## config.mk

```make
export PLATFORM = sky130hd
export DESIGN_NAME = ilu_top
export DESIGN_NICKNAME = d
export VERILOG_FILES = /design/src/logic/ilu_pkg.sv /design/src/logic/ilu_top.sv /design/src/logic/ilu_prio.sv
export VERILOG_INCLUDE_DIRS = /design/src /design/src/logic
export SDC_FILE = /design/constraint.sdc
export NUM_CORES = 1
export LEC_CHECK = 0
export ABC_CLOCK_PERIOD_IN_PS = 1300
export BUFFER_PORTS_ARGS = -buffer_cell sky130_fd_sc_hd__buf_2
export CORE_ASPECT_RATIO = 0.75
export CORE_UTILIZATION = 46
export CTS_BUF_LIST = sky130_fd_sc_hd__clkbuf_16
export CTS_CLUSTER_SIZE = 16
export DETAILED_ROUTE_END_ITERATION = 6
export GPL_TIMING_DRIVEN = 0
export PLACE_DENSITY = 0.77
export SLEW_MARGIN = 20
export SYNTH_ARGS = -nofsm -noshare
export SYNTH_HDL_FRONTEND = slang
export SYNTH_SLANG_ARGS = --single-unit
```

## constraint.sdc

```tcl
create_clock -name sys_clk -period 1.3 [get_ports sys_clk]
set_input_delay 0.065 -clock sys_clk [delete_from_list [all_inputs] [get_ports sys_clk]]
set_output_delay 0.065 -clock sys_clk [all_outputs]
set_load 0.05 [all_outputs]
```

## src/logic/ilu_regs.svh

```systemverilog
/*
  Register offsets, bit positions, reset values and write masks of the interrupt
  latch and enable unit.
  Assumes byte-wide special-function addressing with an 8-bit offset.
*/
`ifndef ILU_REGS_SVH
`define ILU_REGS_SVH

// special-function byte offsets
`define ILU_ENABLE_LOW_ADDR   8'h3a
`define ILU_ENABLE_HIGH_ADDR  8'h3b
`define ILU_LATCH_LOW_ADDR    8'h3c
`define ILU_LATCH_HIGH_ADDR   8'h3d

// reset values
`define ILU_ENABLE_RESET      16'h0000
`define ILU_LATCH_RESET       16'h0000
`define ILU_STACKED_RESET     1'b0

// field positions
`define ILU_GLOBAL_EN_BIT     0
`define ILU_TRAP_POS          2
`define ILU_WDOG_POS          3
`define ILU_FIRST_MASKABLE    4
`define ILU_LAST_SOURCE       15

// implemented bits: enable 15..4 and 0, latches 15..2
`define ILU_ENABLE_WMASK      16'hfff1
`define ILU_LATCH_WMASK       16'hfffc

// lowest accept identifier that owns a latch
`define ILU_FIRST_LATCH_ID    4'h2

`endif

```

## src/logic/ilu_pkg.sv

```systemverilog
/*
  Types shared by the interrupt latch and enable unit.
  Assumes the constants of ilu_regs.svh.
*/
package ilu_pkg;

	typedef logic [15:0] ilu_word_t;
	typedef logic [7:0]  ilu_byte_t;
	typedef logic [3:0]  ilu_id_t;

	// whole state of the unit, registered in one place
	typedef struct packed {
		ilu_word_t latch;
		ilu_word_t enable;
		ilu_byte_t rdata;
		logic      stacked;
	} ilu_state_s;

endpackage

```

## src/logic/ilu_top.sv

```systemverilog
/*
  Interrupt latch and enable unit: pending latches for sources 15..2, a 16-bit
  enable register with the global enable at bit 0, request selection and the
  stacking of the global enable on acceptance.
  Assumes the CPU core drives byte-wide special-function accesses, one-cycle
  instruction pulses and a one-cycle accept pulse with the accepted source id.
*/
`timescale 1ns/100ps
`include "ilu_regs.svh"

module ilu_top (
	input  wire  logic             sys_clk,
	input  wire  logic             reset,
	input  wire  logic [7:0]       sfr_addr,
	input  wire  logic             sfr_wr,
	input  wire  logic             sfr_rd,
	input  wire  logic [7:0]       sfr_wdata,
	output logic [7:0]             sfr_rdata,
	input  wire  logic [15:2]      irq_src,
	input  wire  logic             cpu_ack,
	input  wire  ilu_pkg::ilu_id_t cpu_ack_id,
	input  wire  logic             unmask_all_instr,
	input  wire  logic             mask_all_instr,
	input  wire  logic             return_from_maskable,
	input  wire  logic             return_from_nmi,
	input  wire  logic             ret_imf,
	output logic                   int_req,
	output ilu_pkg::ilu_id_t       int_id,
	output logic                   pushed_imf
);
	import ilu_pkg::*;

	////////////////////////////////////////////////////////////////////////////////
	// declarations

	ilu_state_s st_reg;
	ilu_state_s st_next;
	logic [3:0] sel;
	ilu_word_t  eligible;
	ilu_word_t  set_vec;
	ilu_word_t  sw_clr;
	ilu_word_t  ack_clr;
	logic       ret_any;

	// one-hot select of the four bytes; bit order: en low, en high, latch low, latch high
	function automatic logic [3:0] ilu_decode(input logic [7:0] a);
		ilu_decode = {a == `ILU_LATCH_HIGH_ADDR, a == `ILU_LATCH_LOW_ADDR,
			a == `ILU_ENABLE_HIGH_ADDR, a == `ILU_ENABLE_LOW_ADDR};
	endfunction

	////////////////////////////////////////////////////////////////////////////////
	// request eligibility and selection

	assign sel     = ilu_decode(sfr_addr);
	assign set_vec = {irq_src, 2'b00};
	// both return flavours restore the global enable the same way
	assign ret_any = return_from_maskable | return_from_nmi;

	// maskable positions need all three terms; trap and watchdog need only the latch
	// ids 0 and 1 never come from here: software and undefined traps live in the core
	genvar g;
	generate
		for (g = 0; g < 16; g++) begin : g_elig
			if (g >= `ILU_FIRST_MASKABLE) begin : g_mask
				assign eligible[g] = st_reg.latch[g] & st_reg.enable[g]
					& st_reg.enable[`ILU_GLOBAL_EN_BIT];
			end else if (g >= `ILU_TRAP_POS) begin : g_nmi
				assign eligible[g] = st_reg.latch[g];
			end else begin : g_none
				assign eligible[g] = 1'b0;
			end
		end
	endgenerate

	// lowest number wins; request lines derive only from registers
	ilu_prio u_prio (
		.eligible (eligible),
		.valid    (int_req),
		.id       (int_id)
	);

	// the core pushes the stacked value after the acceptance edge; it stands until the next
	assign sfr_rdata  = st_reg.rdata;
	assign pushed_imf = st_reg.stacked;

	////////////////////////////////////////////////////////////////////////////////
	// next state

	always_comb begin
		st_next = st_reg;

		// software clear: zeros in the written byte clear, ones leave the latch alone
		// a read-modify-write can still lose a request landing between its read and
		// its write; the set-wins rule only covers requests in the write cycle itself
		sw_clr = 16'h0000;
		if (sfr_wr && sel[2]) begin
			sw_clr[7:0] = ~sfr_wdata;
		end
		if (sfr_wr && sel[3]) begin
			sw_clr[15:8] = ~sfr_wdata;
		end
		sw_clr = sw_clr & `ILU_LATCH_WMASK;

		// acceptance clears only the accepted latch; ids 0 and 1 own none
		// the accept id is trusted as given: the core should ack only what int_id showed
		ack_clr = 16'h0000;
		if (cpu_ack && (cpu_ack_id >= `ILU_FIRST_LATCH_ID)) begin
			ack_clr[cpu_ack_id] = 1'b1;
		end

		// set wins over both clears so no request is dropped; writes never set
		st_next.latch = ((st_reg.latch & ~(sw_clr | ack_clr)) | set_vec)
			& `ILU_LATCH_WMASK;

		// enable bytes; unimplemented bits are masked away
		if (sfr_wr && sel[0]) begin
			st_next.enable[7:0] = sfr_wdata;
		end
		if (sfr_wr && sel[1]) begin
			st_next.enable[15:8] = sfr_wdata;
		end
		st_next.enable = st_next.enable & `ILU_ENABLE_WMASK;

		// global enable: later statements take precedence over the write above
		if (unmask_all_instr) begin
			st_next.enable[`ILU_GLOBAL_EN_BIT] = 1'b1;
		end
		if (mask_all_instr) begin
			st_next.enable[`ILU_GLOBAL_EN_BIT] = 1'b0;
		end
		if (ret_any) begin
			st_next.enable[`ILU_GLOBAL_EN_BIT] = ret_imf;
		end
		// acceptance beats everything: the old value is stacked, then cleared
		if (cpu_ack) begin
			st_next.stacked = st_reg.enable[`ILU_GLOBAL_EN_BIT];
			st_next.enable[`ILU_GLOBAL_EN_BIT] = 1'b0;
		end

		// read data is captured at the read strobe; unmapped offsets read zero
		// registering the read costs a cycle of latency but keeps the bus output glitch free
		if (sfr_rd) begin
			case (sel)
				4'b0001: st_next.rdata = st_reg.enable[7:0];
				4'b0010: st_next.rdata = st_reg.enable[15:8];
				4'b0100: st_next.rdata = st_reg.latch[7:0];
				4'b1000: st_next.rdata = st_reg.latch[15:8];
				default: st_next.rdata = 8'h00;
			endcase
		end
	end

	////////////////////////////////////////////////////////////////////////////////
	// state register

	// every latch and enable starts at zero so only trap and watchdog are accepted before setup
	always_ff @(posedge sys_clk or posedge reset) begin
		if (reset) begin
			st_reg.latch   <= `ILU_LATCH_RESET;
			st_reg.enable  <= `ILU_ENABLE_RESET;
			st_reg.rdata   <= 8'h00;
			st_reg.stacked <= `ILU_STACKED_RESET;
		end else begin
			st_reg <= st_next;
		end
	end
endmodule

```

## src/logic/ilu_prio.sv

```systemverilog
/*
  Fixed-priority selector: picks the lowest-numbered eligible request.
  Assumes eligibility is already gated by the enables in the caller.
*/
`timescale 1ns/100ps

module ilu_prio (
	input  wire  logic [15:0]      eligible,
	output logic                   valid,
	output ilu_pkg::ilu_id_t       id
);
	import ilu_pkg::*;

	// scan from the top so the lowest index written last wins
	always_comb begin
		valid = 1'b0;
		id    = 4'h0;
		for (int i = 15; i >= 0; i--) begin
			if (eligible[i]) begin
				valid = 1'b1;
				id    = 4'(i);
			end
		end
	end

endmodule

```

## Word level (Yosys, flattened, before mapping)

Index checks and enable logic that the tools add are counted.

| cells by class | value |
|---|---|
| equal/unequal tests | 8 |
| bitwise gates (word level) | 30 |
| reduce and logical (&&, ||, !) cells | 7 |
| $lt $le $gt $ge | 3 |
| mux-type cells | 39 |

Operators with widths:

| cell | number |
|---|---|
| $mux 4 | 14 |
| $eq 8x6->1 const B | 4 |
| $or 16x16->16 | 2 |
| $pmux 8 s4 | 1 |
| $and 1x1->1 | 24 |
| $mux 1 | 20 |
| $and 16x16->16 | 1 |
| $mux 16 | 1 |
| $mux 8 | 2 |
| $not 16->16 | 1 |
| $not 8->8 | 1 |
| $logic_and 1x1->1 | 6 |
| $lt 4x5->1 const B | 1 |
| $reduce_bool 5->1 | 1 |
| $demux 1 s4 | 1 |
| $eq 4x1->1 const B | 1 |
| $eq 4x2->1 const B | 1 |
| $eq 4x3->1 const B | 1 |
| $eq 4x4->1 const B | 1 |
| $ge 4x1->1 const B | 1 |
| $ge 4x2->1 const B | 1 |
| $or 1x1->1 | 1 |

| word-level totals | value |
|---|---|
| register bits after elaboration | 36 |

## Longest topological paths before layout

Gate-level depths: netlist (run 1).

| depth | value |
|---|---|
| depth in word-level cells | 16 |
| depth in mapped cells | 6 |
| mapped depth without buffers | 5 |

## By module

From an unflattened synthesis (run 1), not the netlist that was laid out.

| second synthesis, totals | value |
|---|---|
| cell total of the unflattened synthesis | 199 |
| area, all modules | 2072.0 sq um |

Modules (own cells, without submodules):

| module | cells each | area an instance (sq um) | times used |
|---|---|---|---|
| ilu_top | 166 | 1893.1 | 1 |
| ilu_prio | 33 | 178.9 | 1 |

## Worst setup path before layout (run 1)

Ideal clock, no wire load.

| timing | value |
|---|---|
| path type | register to output |
| start point | register st_reg[9] in the netlist's numbering |
| end point | output int_id[2] |
| stages on the path, launching flop included | 6 |
| path slack | -657 ps |
| arrival time | 1892 ps |
| path through | dfrtp_1 buf_2 inv_1 o21ai_0 a31oi_1 nor3_1 |

| between the ends | value |
|---|---|
| longest elaborated chain between the ends | 15 |
| elaborated cells on any way between the ends | 26 |
| classes of those cells | mux: 14; bitwise: 12 |

RTL lines:

| what | line | text |
|---|---|---|
| from (decl) | ilu_top.sv:36 | `ilu_state_s st_reg;` |
| from (signal assigned) | ilu_top.sv:164 | `st_reg <= st_next;` |
| $and 1x1->1 | ilu_top.sv:65 | `assign eligible[g] = st_reg.latch[g] & st_reg.enable[g]` |
| $mux 4 (11 in a row) | ilu_prio.sv:19 | `if (eligible[i]) begin` |
| $mux 4 (*) (3 in a row) | ilu_prio.sv:19 |  |
| to (decl) | ilu_top.sv:28 | `output ilu_pkg::ilu_id_t int_id,` |

Mark *: on every way between the ends. The rest lies on a longest branch, timed or not.

## Worst setup path in the final report (run 1)

| timing | value |
|---|---|
| start point | register st_reg[39] in the netlist's numbering |
| end point | output int_id[1] |

| between the ends | value |
|---|---|
| longest elaborated chain between the ends | 15 |

RTL lines:

| what | line |
|---|---|
| $and 1x1->1 (2 in a row) | ilu_top.sv:65 |
| $mux 4 (13 in a row) | ilu_prio.sv:19 |

Every way passes these cells.

==> results of run 1 <==
## power by group through the flow
stage	logic [mW]	clock network, mW	registers, mW
finish	0.388	1.32	1.20
global route	0.422	1.41	1.20
CTS	0.377	1.34	1.19
detailed placement	0.326	0	1.21
global placement	0.321	0	1.21
floorplan	0.196	0	1.21
## cell type report
| class | count | share of cell area |
|---|---|---|
| Buffer | 14 | 0.03124 |
| Clock buffer | 5 | 0.04462 |
| Clock inverter | 3 | 0.01383 |
| Inverter | 12 | 0.01606 |
| Multi-Input combinational cell | 127 | 0.3619 |
| Sequential cell | 36 | 0.3222 |
| Tap cell | 55 | 0.02454 |
| Timing Repair Buffer | 78 | 0.1856 |
## worst max-delay path, stage by stage, from the launching register on
cell	delay (ns)
dfrtp_1	0.39
a22o_1	0.27
nand3_1	0.11
nand2_1	0.06
a22o_1	0.19
a211o_4	0.32
buf_6	0.15
## per-stage QoR
step | cells | total power [mW] | area [um2] | TNS (ns)
after floorplan | 190 | 1.405 | 2034 | -0.3142
after global placement | 300 | 1.530 | 2379 | -3.863
after detailed placement | 300 | 1.536 | 2379 | -2.429
after CTS | 329 | 2.911 | 2789 | -1.958
after global routing | 330 | 3.031 | 2804 | -2.504
final | 330 | 2.910 | 2804 | -2.164
## layer usage
layer	share of wire	routed length, um
met5	0	0
met4	0.0078	43
met3	0.081	445
met2	0.45	2487
met1	0.46	2532
## layout by cell type, fill, tap and decap left out, types with 2 or more instances in the layout
cell and n:
buf_2 53, mux2_2 16, clkbuf_1 2, dfrtp_1 34
dlygate4sd3_1 15, inv_1 11, o22ai_1 4, a221oi_1 8
buf_6 4, a21o_1 3, buf_4 16, nand2b_1 16
nand3b_1 2, o32ai_1 4, nor2b_1 2, nand2_2 2
clkbuf_16 5, nand3_1 3, nand3_2 2, a22o_1 4
inv_2 2, a32oi_1 4, o21ai_1 3, nand2_1 17
dfrtp_2 2, o221ai_1 14
## timing repair
| item | in CTS | in global routing |
|---|---|---|
| hold buffers | 15 | 0 |
| gates resized for setup | 16 | 3 |
| endpoints found under the setup margin | 5 | 5 |
| hold endpoints to repair | 50 | 0 |
| setup buffers | 7 | 1 |
| pin swaps | 5 | 1 |
## final timing paths
check	cells past startpoint	slack (ns)	from	endpoint
max in group asynchronous	3	0.29	reset	st_reg[9]
max reg2reg	3	0.06	eligible[2]	sfr_rdata[2]
min in group asynchronous	3	0.47	reset	st_reg[37]
min reg2reg	1	0.51	pushed_imf	pushed_imf
max	6	-0.53	st_reg[39]	int_id[1]
min	3	0.02	unmask_all_instr	st_reg[9]
## cells by family after synthesis
| family | synth area share |
|---|---|
| AOI/OAI and AO/OA | 0.2219 |
| buffers and inverters | 0.06914 |
| DFF | 0.4525 |
| muxes | 0.09051 |
| and+or+nand+nor | 0.1659 |
==> impl.org, run 1 <==
** Route
- Via count of the routed design :: 1,905
- After detailed routing, the average wire length per cell comes to approximately 17 um.
- After detailed routing, the number of remaining DRC violations is 0.
- Via density per instance :: just under 6
- Total detailed-routing wirelength :: about 5500 um
- The count of nets left with antenna violations once routing finished came out at 0.
- The first detailed-routing pass ran for 4 iterations.
- After the first detailed-routing iteration, the DRC count stood at between 100 and 150.

** Logic synthesis
- Dividing the synthesized area by the synthesized cell count gives 10.48 um2.
- Cell accounting for the most synthesized area :: dfrtp_1
- Cell types with the highest counts after synthesis :: dfrtp_1 (36), nand2_1 (19), mux2_2 (16), nand2b_1 (16), o221ai_1 (14)
- Cells taking the most area after synthesis :: dfrtp_1 (45%), mux2_2 (9.1%), o221ai_1 (6.2%)
- The synthesized netlist occupies a cell area of approximately 0.0020 mm2.
- For this run, the register share of the synthesized area comes to 0.4525.
- The synthesized design contains 0 enable-type register cells.
- After synthesis the netlist holds a flip-flop and latch count of 36.
- Dominant register cell in the synthesized netlist :: dfrtp_1
- Gate count after technology mapping :: 190
- Counting distinct cell types in the post-synthesis netlist gives 40.
- The share of synthesized area in the top cell type comes to 0.4525.
- The number of nets in the synthesized netlist is 234.
- Yosys warnings :: 0
- Fraction of synthesis flops using an asynchronous set or reset pin :: 1.000
- By instance count, the leading cell after synthesis is dfrtp_1.

** Timing
- Final Hold Violating Endpoints :: 0
- Max Clock Freq :: between 0.5 and 0.6 GHz
- Clock skew on the completed layout was measured at about 0.0014 ns.
- Max Transition Viols Final :: 0
- Fin worst setup slack :: -0.5344 ns
- Time the final worst path needs with I/O delays and setup :: 1.834 ns
- Relative max-transition margin :: 0.4916
- Worst hold slack :: ~0.016 ns
- Measured slew at the worst slew-check pin :: between 0.7 and 0.8 ns
- RSZ-0062 raised after global routing :: yes
- Final worst-path cycle share :: 1.411
- Final Setup Violations :: 5

** Floorplanning
- Overall die height :: between 50 and 60 um
- Measured along the x axis, the die boundary spans slightly below 80 um.
- Initial core utilization :: 0.4851
- Die footprint :: around 0.0046 mm2
- Row cnt :: 20
- The core region is between 0.004 and 0.005 mm2.
- For this design the top-level I/O count stands at 58.

** Run status
- Result of the run :: finished, violations left
- Violated checks :: setup timing

** Place
- Port bufs :: 55
- Last weighted congestion value of the routability-driven placer :: ~0.85
- Setup slack at placement :: -0.2973 ns
- Summed over all nets, the half-perimeter wirelength after detailed placement is between 3000 and 4000 um.

** Worst setup path
- Biggest fanout along the worst timing path :: 2
- The critical path is of the reg -> out type.
- STA classifies the critical path startpoint as a flop.
- Endpoint arrival time on the critical path :: 1.77 ns
- The worst setup path is captured at an output port.
- Data on the critical path is required at its endpoint by ~1.2 ns.

** Cells and area
- The filler cells instantiated in the layout total roughly 330.
- The register with the most flip-flops in the layout has 25 of them.
- The sequential cells in the finished layout cover a total of 903.4 um2.
- Final core occ :: 0.6832
- The area growth from synthesis to layout is 40.85%.
- 0 antenna diodes ended up in the layout.
- Layout net count :: roughly 320
- Layout cell share with drive strength beyond 1 :: 0.4327
- Area of combinational cells with multiple inputs :: a little over 0.001 mm2

** Clock tree
- The H-tree was split into 2 levels.
- Clock-pin slew was measured on the worst setup and hold paths at about 0.050 ns.
- TritonCTS built the clock tree.
- The number of clock buffers added by TritonCTS is 5.
- Clock root cell :: clkbuf_16
- The clock reaches the later pin of the worst-skew pair after about 0.28 ns.
- Buffer depth of the longest clock path :: 2
- CTS sink cnt :: 36

** Run
- Max-cap violations in this run came to 0.

** Pwr
- Leakage power summed over all cells :: roughly 1.3 nW
- Internal power :: ~2.2 mW
- The share of total power dissipated in sequential elements is 0.412.
- Combinational Power Share :: 0.133
- Fraction of power spent switching nets :: 0.2315
- Peak ir drop on the vdd network :: approximately 0.64 mV
- Power density relative to cell area :: just over 1000 mW/mm2
- Of the total power, the clock network draws 0.455.
- In this run the power spent charging and discharging nets is approximately 670 uW.

** Global routing
- Largest net degree at the start of global routing :: 37
- After global routing, the most crowded layer is met2.
- In the global route stage, met3 resource usage came out at 0.08308.
- Met2 layer usage reported by global route :: 0.4311
- For met1 alone, demand over resource in global routing was 0.3453.
- Summed over all layers, the global routing overflow is 0.
- Vias in the first global route :: 1,900
- Overall track demand over capacity in global routing :: 0.2622
- The number of antenna violations at the first check in global routing was 0.
- The first global-routing pass estimated roughly 9000 um of wire.

** Worst hold path
- The worst hold path belongs to the class in -> reg.
Power figures use the tool's default switching activity.
==> inputs of run 2 (changes only) <==
- REMOVE_ABC_BUFFERS: unset -> 1
==> run 2 against run 1 <==
The flow still finishes with violations (setup timing). Cell count fell by 0.61%. First-iteration DRC count rose by 30%. Fmax rose by 4.8%. Critical path depth did not move. Clock power barely moved. Global-route usage fell by 0.44 points. Die area did not move. Count of clock-buffer cells in the layout did not move. Register-to-register slack improved by 0.10 ns. Combinational power rose by 5.7%. Hold slack improved by 0.020 ns. Largest power group unchanged.
==> impl.org, run 2 (same netlist as run 1, synthesis figures left out) <==
** Route
- The number of nets with antenna violations after routing is 0 (unchanged).
- The number of vias per cell after detailed routing was 5.939 (+2.9%).
- Average wire per standard cell :: 16.85 um (+0.96%)
- Total detailed-routing wirelength :: 5528 um (+0.34%)
- DR iter-0 viols :: 139 (+30%)
- The first-pass iteration count of the detailed router came to 5 (+1).
- The overall via count from detail_route is 1,948 (+2.3%).
- Number of remaining DRC errors :: 0 (unchanged)

** Worst setup path
- The highest net fanout along the worst path is 3 (+1).
- Cell breakdown of the critical path :: nand2_2 -> a32o_1 -> a221oi_2 -> o21ai_1 -> a21oi_1 -> buf_4
- Reg2reg setup slack :: 0.16 ns (+0.10 ns)
- Highest-delay cell along the critical path :: dfrtp_1
- The required arrival time at the worst endpoint was 1.24 ns (about the same).
- Endpoint arrival time on the critical path :: 1.69 ns (-0.08 ns)
- Kind of start point of the critical path :: flop
- Stage delay of the slowest cell on the critical path :: 0.40 ns (about the same)
- The worst setup path is of the reg -> out kind.
- Type of destination of the critical path :: output port

** Pwr
- The areal power density over the cells was 1060 mW/mm2 (+2.1%).
- Leakage power summed over all cells :: 1.229 nW (-2.0%)
- The maximum ir drop on the vdd rail was 0.9517 mV (+49%).
- Power spent charging and discharging nets :: 696.9 uW (+3.5%)
- Relative contribution of sequential cells to total power :: 0.403 (-0.009)
- Combinational Power Share :: 0.139 (+0.006)
- Fraction of power spent switching nets :: 0.2360 (+0.004457)
- The internal power came to 2.257 mW (+0.92%).
- The fraction of power consumed by the clock network came to 0.458 (+0.003).
- Total power consumption of the routed design :: 2.954 mW (+1.5%)

** Timing
- The maximum clock rate is 0.5714 GHz (+4.8%).
- The post-route worst setup slack is -0.4501 ns (+0.08427 ns).
- The number of max-slew violations in the final report is 0 (unchanged).
- Final Setup Violations :: 5 (unchanged)
- The worst slew slack as a fraction of its limit was 0.5054 (+0.01380).
- The final hold violation count is 0 (unchanged).
- Time the final worst path needs with I/O delays and setup :: 1.750 ns (-0.08427 ns)
- Setup repair after global routing could not meet its margin everywhere.
- The post-route clock period utilization came to 1.346 (-0.06482).
- The transition time of the tightest slew-check pin is 0.7408 ns (-0.02067 ns).
- Setup Skew :: 0.002884 ns (+0.001504 ns)

** Place
- Post-placement cell area :: 0.002252 mm2 (-5.3%)
- Port bufs :: 57 (+3.6%)
- The detailed-placement wirelength estimate is 3623 um (-1.7%).
- Last weighted congestion value of the routability-driven placer :: 0.9377 (+11%)

** Clock tree
- The clock-pin slew of the registers on the worst-case setup and hold paths came to 0.06 ns (about the same).
- The number of buffers inserted during clock tree synthesis was 5 (unchanged).
- In this run the clock root is driven by a clkbuf_16.
- Clock tree from TritonCTS :: done
- Number of levels in the clock H-tree :: 2 (unchanged)
- CTS sink cnt :: 36 (unchanged)
- The worst-skew pair later-pin latency came to 0.28 ns (about the same).
- Buffer depth of the longest clock path :: 2 (unchanged)

** Floorplanning
- The die boundary width came to 77.96 um (unchanged).
- The placeable core region was 0.004104 mm2 (unchanged).
- Initial core utilization :: 0.4851 (unchanged)
- The number of standard-cell rows in the floorplan is 20 (unchanged).
- Die footprint :: 0.004597 mm2 (unchanged)
- The die outline height was 58.97 um (unchanged).
- I/O pin count :: 58 (unchanged)

** Cells and area
- Layout net count :: 316 (-0.63%)
- The antenna diode count came to 0 (unchanged).
- Commonest cells after routing, fill and taps aside :: buf_2 (52), dfrtp_1 (35), buf_4 (19)
- The library cell used most frequently in the layout, excluding fill and tap cells, is buf_2.
- The number of flip-flops under the largest register name was 25 (unchanged).
- The area growth from synthesis to layout is 40.04%.
- Layout cell share with drive strength beyond 1 :: 0.4469 (+0.01416)
- The summed area of non-filler cells in the final layout was 0.002788 mm2 (-0.58%).

** Global routing
- The overflow left after global routing is 0 (unchanged).
- Largest net degree at the start of global routing :: 37 (unchanged)
- The global-route wire length before repair is 8714 um (-3.1%).
- The number of global-route vias before repair is 1,788 (-5.9%).
- The total global routing track utilization was 0.2578 (-0.004373).
- Antenna violations before repair :: 0 (unchanged)

** Run status
- Result of the run :: finished, violations left
- The checks that failed: setup timing.

** Run
- Max cap viols :: 0 (unchanged)

** Worst hold path
- The min-delay analysis places its worst path in the category in -> reg.
## run 2: changes by cell type in the layout (fill, tap and decap cells not counted), moves of 2 or more
cell,delta
nand2_2,+2
clkbuf_1,-2
buf_4,+3
nand2_1,-2
## run 2: power groups by stage
| stage | clock network, mW | logic (mW) | registers, mW |
|---|---|---|---|
| 2_1_floorplan | 0 | 0.163 | 1.21 |
| 3_3_place_gp | 0 | 0.303 | 1.21 |
| 3_5_place_dp | 0 | 0.308 | 1.21 |
| 4_1_cts | 1.38 | 0.385 | 1.19 |
| 5_1_grt | 1.42 | 0.448 | 1.19 |
| 6_report | 1.35 | 0.410 | 1.19 |
## run 2: path summary, 6_finish.rpt
kind	start	end	cells after the start
max	st_reg[34]	int_id[0]	6
min	ret_imf	st_reg[9]	3
max reg2reg	eligible[3]	sfr_rdata[3]	3
min reg2reg	pushed_imf	pushed_imf	1
max in group asynchronous	reset	st_reg[9]	3
min in group asynchronous	reset	st_reg[39]	3
## run 2: metal layers
layer  wire length, um  share of wire  GRT usage  up-vias
met1              2458           0.44     0.3675      928
met5                 0              0          0        -
li1                  -              -          -      887
met3               622           0.11    0.06769        8
met2              2377           0.43     0.3919      125
met4                70          0.013    0.07407        0
## run 2: per-stage QoR
step                instances  worst slack, ns  setup TNS (ns)  hold slack [ns]    util
floorplan                 175          -0.6543          -4.007           0.1589       -
global placement          287          -0.7661          -15.10           0.2508  0.5488
detailed placement        287          -0.8144          -16.07           0.2344  0.5488
CTS                       322          -0.4310          -1.609          0.02903  0.6649
global route              328          -0.5065          -2.301          0.04833  0.6793
finish                    328          -0.4501          -1.988          0.03586  0.6793
## run 2: layout make-up
class	instances	area, um2
fill	320	1316
multi-input combinational	127	1007
sequential	36	902.1
timing repair buffer	90	596.8
clock buffer	5	125.1
tap	55	68.82
inverter	12	45.04
clock inverter	3	42.54
## run 2: what timing repair did
| item | 4_1_cts | 5_1_grt |
|---|---|---|
| setup endpoints to repair | 26 | 20 |
| endpoints found under the hold margin | 51 | 0 |
| hold buffers | 16 | 0 |
| pin swaps | 11 | 8 |
| buffers inserted | 11 | 6 |
| gates resized for setup | 22 | 5 |
## run 2: critical path: cells and delay by family, from the launching register on
family	cells	cell delay (ns)
AO/OA/AOI/OAI	4	0.70
flip-flops	1	0.40
buffers and inverters	1	0.22
AND/OR/NAND/NOR	1	0.08
==> inputs of run 3 (changes only) <==
- ABC_AREA: unset -> 1
- CORE_UTILIZATION: 46 -> 47
- PLACE_DENSITY: 0.77 -> 0.78
==> run 3 against run 2 <==
Sequential share of layout area is 0.78 points lower. The flow still finishes with violations (setup timing). Critical endpoint is now int_id[1]. Combinational power is 12% lower. Sequential power hardly changed. Count of clock-buffer cells in the layout stayed put. Critical path depth is 2 higher. Sequential cell count stayed put. Global-route usage is 2.4 points higher. Wire length is 6.1% higher. Synthesized area is 3.6% higher. Total power is 1.2% lower. Largest cell class unchanged.
==> impl.org, run 3 <==
** Run status
- Result of the run :: finished, violations left
- The final reports fail on setup timing.

** Timing
- Final Setup Violations :: 5 (unchanged)
- The post-route clock period utilization came to 1.535 (+0.1886).
- RSZ-0062 raised after global routing :: yes
- Final Hold Violating Endpoints :: 0 (unchanged)
- The post-route worst setup slack was -0.6953 ns (-0.2451 ns).
- Time the final worst path needs with I/O delays and setup :: 1.995 ns (+0.2451 ns)
- Measured slew at the worst slew-check pin :: 0.7587 ns (+0.01784 ns)
- Relative max-transition margin :: 0.4935 (-0.01191)
- The worst clock skew is 0.002200 ns (-0.0006838 ns).
- The maximum clock rate is 0.5012 GHz (-12%).
- The number of max-slew violations in the final report came to 0 (unchanged).
- The post-route worst hold slack was 0.03221 ns (-0.003649 ns).

** Worst setup path
- Cell mode on critical path :: buf_4
- Kind of cell adding the most delay to the critical path :: compound AO/OA/AOI/OAI gates
- Biggest fanout along the worst timing path :: 6 (+3)
- Reg2reg setup slack :: 0.10 ns (-0.06 ns)
- The worst setup path is launched from a flop.
- Beginning of the worst register-to-register path :: st_reg[9]
- The worst setup path is captured at an output port.
- End of the worst register-to-register path :: sfr_rdata[0]
- Endpoint arrival time on the critical path :: 1.93 ns (+0.24 ns)
- Launch point of the critical path :: st_reg[9]
- Cell breakdown of the critical path :: buf_4 -> buf_4 -> nand3_2 -> nand2_1 -> a31o_2 -> a31oi_1 -> o21ai_1 -> buf_6
- The slowest stage of the critical path is the dfrtp_2 cell.
- Count of cells along the worst register-to-register path :: 6 (+3)
- Req. time, crit path :: 1.24 ns (about the same)
- Count of buffer and inverter cells on the critical path :: 3 (+2)
- Startpoint-to-endpoint class of the critical path :: reg -> out
- The delay of the slowest cell on the worst path came to 0.45 ns (+0.05 ns).

** Floorplanning
- The die boundary width was 78.51 um (+0.70%).
- The die outline height is 59.38 um (+0.70%).
- The placeable core region is 0.004129 mm2 (+0.61%).
- Row cnt :: 20 (unchanged)
- The effective utilization at floorplan came to 0.4997 (+0.01464).
- I/O pin count :: 58 (unchanged)
- The full die area is 0.004662 mm2 (+1.4%).

** Pwr
- Power density relative to cell area :: 1021 mW/mm2 (-3.6%)
- The leakage power figure is 1.482 nW (+21%).
- The maximum ir drop on the vdd rail is 0.6278 mV (-34%).

** Logic synthesis
- Gate count after technology mapping :: 261 (+37%)
- Mapped Area :: 0.002063 mm2 (+3.6%)
- Mean cell area of the mapped netlist :: 7.905 um2 (-25%)
- Most common cell in the synthesized netlist :: nand2_1
- The commonest cells after synthesis are nand2_1 (76), dfrtp_1 (36), inv_1 (25).
- Cell accounting for the most synthesized area :: dfrtp_1
- Cells taking the most area after synthesis :: dfrtp_1 (44%), nand2_1 (14%), inv_1 (4.5%)
- The share of flip-flops with an asynchronous set or reset was 1.000 (unchanged).
- For this run, the leading register cell type out of synthesis is dfrtp_1.
- Distinct cell type count of the synthesized netlist :: 35 (-13%)
- The count of warnings emitted by yosys is 0 (unchanged).
- Proportion of synthesized chip area in sequential cells :: 0.4366 (-0.01592)
- The number of enable-type register cells in the synthesized netlist is 0 (unchanged).
- The number of flip-flops and latches in the synthesized netlist came to 36 (unchanged).
- The area share of the largest cell type after synthesis came to 0.4366 (-0.01592).

** Place
- The final estimated routing congestion in global placement was 0.9230 (-1.6%).
- Total instance count after detailed placement :: 361 (+26%)
- HPWL after DPL :: 4030 um (+11%)
- The number of input and output port buffers inserted is 57 (unchanged).
- The worst setup slack before clock tree synthesis was -0.6666 ns (+0.1479 ns).

** Cells and area
- Area Overhead vs Synth :: 38.45%
- Layout cell share with drive strength beyond 1 :: 0.3194 (-0.1275)
- The number of flip-flops under the largest register name was 25 (unchanged).
- Final core occ :: 0.6918 (+0.01255)
- Leaving out fill and tap cells, the most frequent cell in the layout is nand2_1.
- The number of nets in the final layout is 378 (+20%).
- Count of non-filler cells in the finished layout :: 390 (+19%)
- The antenna diode count is 0 (unchanged).
- Leaving out fill and tap cells, the most frequent cells in the layout are nand2_1 (74), buf_2 (52), dfrtp_1 (35), inv_1 (24), dlygate4sd3_1 (15).

** Route
- Via count of the routed design :: 2,128 (+9.2%)
- Number of detailed-route iterations in the first pass :: 4 (-1)
- The number of DRC markers after the initial detailed-route iteration was 187 (+35%).
- Total detailed-routing wirelength :: 5864 um (+6.1%)
- The routed wire length per instance is 15.04 um (-11%).
- Count of nets left with antenna violations after detail routing :: 0 (unchanged)
- Via density per instance :: 5.456 (-8.1%)
- Number of remaining DRC errors :: 0 (unchanged)

** Clock tree
- The tree is rooted in a clkbuf_16.
- CTS sink cnt :: 36 (unchanged)
- Clock latency on the worst-skew pair :: 0.28 ns (about the same)
- Cts bufs inserted :: 5 (unchanged)
- Clock slew at the register clock pins of the worst setup and hold paths :: 0.05 ns (about the same)
- Number of levels in the clock H-tree :: 2 (unchanged)
- Clock tree from TritonCTS :: done
- Buffer depth of the longest clock path :: 2 (unchanged)

** Worst hold path
- Path class of the lowest-slack min-delay path :: in -> reg
- The number of cells traversed by the worst hold path was 2 (-1).
- Hold Crit Endpoint :: st_reg[9]
- Worst hold path startpoint :: cpu_ack

** Global routing
- Vias in the first global route :: 2,011 (+12%)
- The overflow left after global routing was 0 (unchanged).
- Largest net degree at the start of global routing :: 37 (unchanged)
- The global-route wire length before repair is 9604 um (+10%).
- The number of antenna violations at the first check in global routing was 0 (unchanged).
- Overall track demand over capacity in global routing :: 0.2817 (+0.02387)

** Run
- The number of maximum-capacitance violations is 0 (unchanged).
## run 3: cell type report
cell class,instances,area (um2)
clock buffers,5,125.1
clock inverters,3,42.54
fillers,338,1272
inverters,29,110.1
multi-input cells,184,1092
flip-flops and latches,36,902.1
well taps,55,68.82
repair buffers,78,515.5
## run 3: how the worst max path moves through the flow
stage | to | cells past startpoint
4_1_cts | int_id[0] | 15
6_report | int_id[1] | 8
2_1_floorplan | int_id[1] | 7
3_3_place_gp | int_id[0] | 15
3_5_place_dp | int_id[0] | 15
5_1_grt | int_id[0] | 14
## run 3: repair_timing
| action | in CTS | in global routing |
|---|---|---|
| buffers inserted | 4 | 2 |
| gates resized for setup | 34 | 4 |
| hold buffers | 15 | 0 |
| hold endpoints to repair | 50 | 0 |
| setup endpoints to repair | 5 | 9 |
| pin swaps | 8 | 4 |
## run 3: routing by layer
metal / GRT usage / up-vias / part of all wire
li1: - / 1013 / -
met1: 0.3820 / 990 / 0.44
met2: 0.4584 / 117 / 0.46
met3: 0.05231 / 8 / 0.088
met4: 0.09788 / 0 / 0.013
met5: 0 / - / 0
## run 3: cell families (layout without fill, tap and decap cells)
logic type / Yosys count / in the layout / share of synthesized area
AND/OR/NAND/NOR: 127 / 127 / 0.2923
multiplexers: 2 / 2 / 0.01091
buffers and inverters: 41 / 115 / 0.09278
AO/OA/AOI/OAI: 55 / 55 / 0.1674
flip-flops: 36 / 36 / 0.4366
## run 3: through the flow
stage	setup TNS (ns)	cell area, um2	power (mW)
3_5_place_dp	-3.340	2336	1.480
5_1_grt	-3.085	2856	3.022
6_report	-2.785	2856	2.917
4_1_cts	-2.198	2823	2.916
3_3_place_gp	-5.950	2336	1.473
2_1_floorplan	-2.161	1982	1.341
## run 3: where the power goes
group          switching (mW)  internal [mW]
registers              0.0338           1.16
logic                   0.205          0.155
clock network           0.469          0.900
total                   0.707           2.21
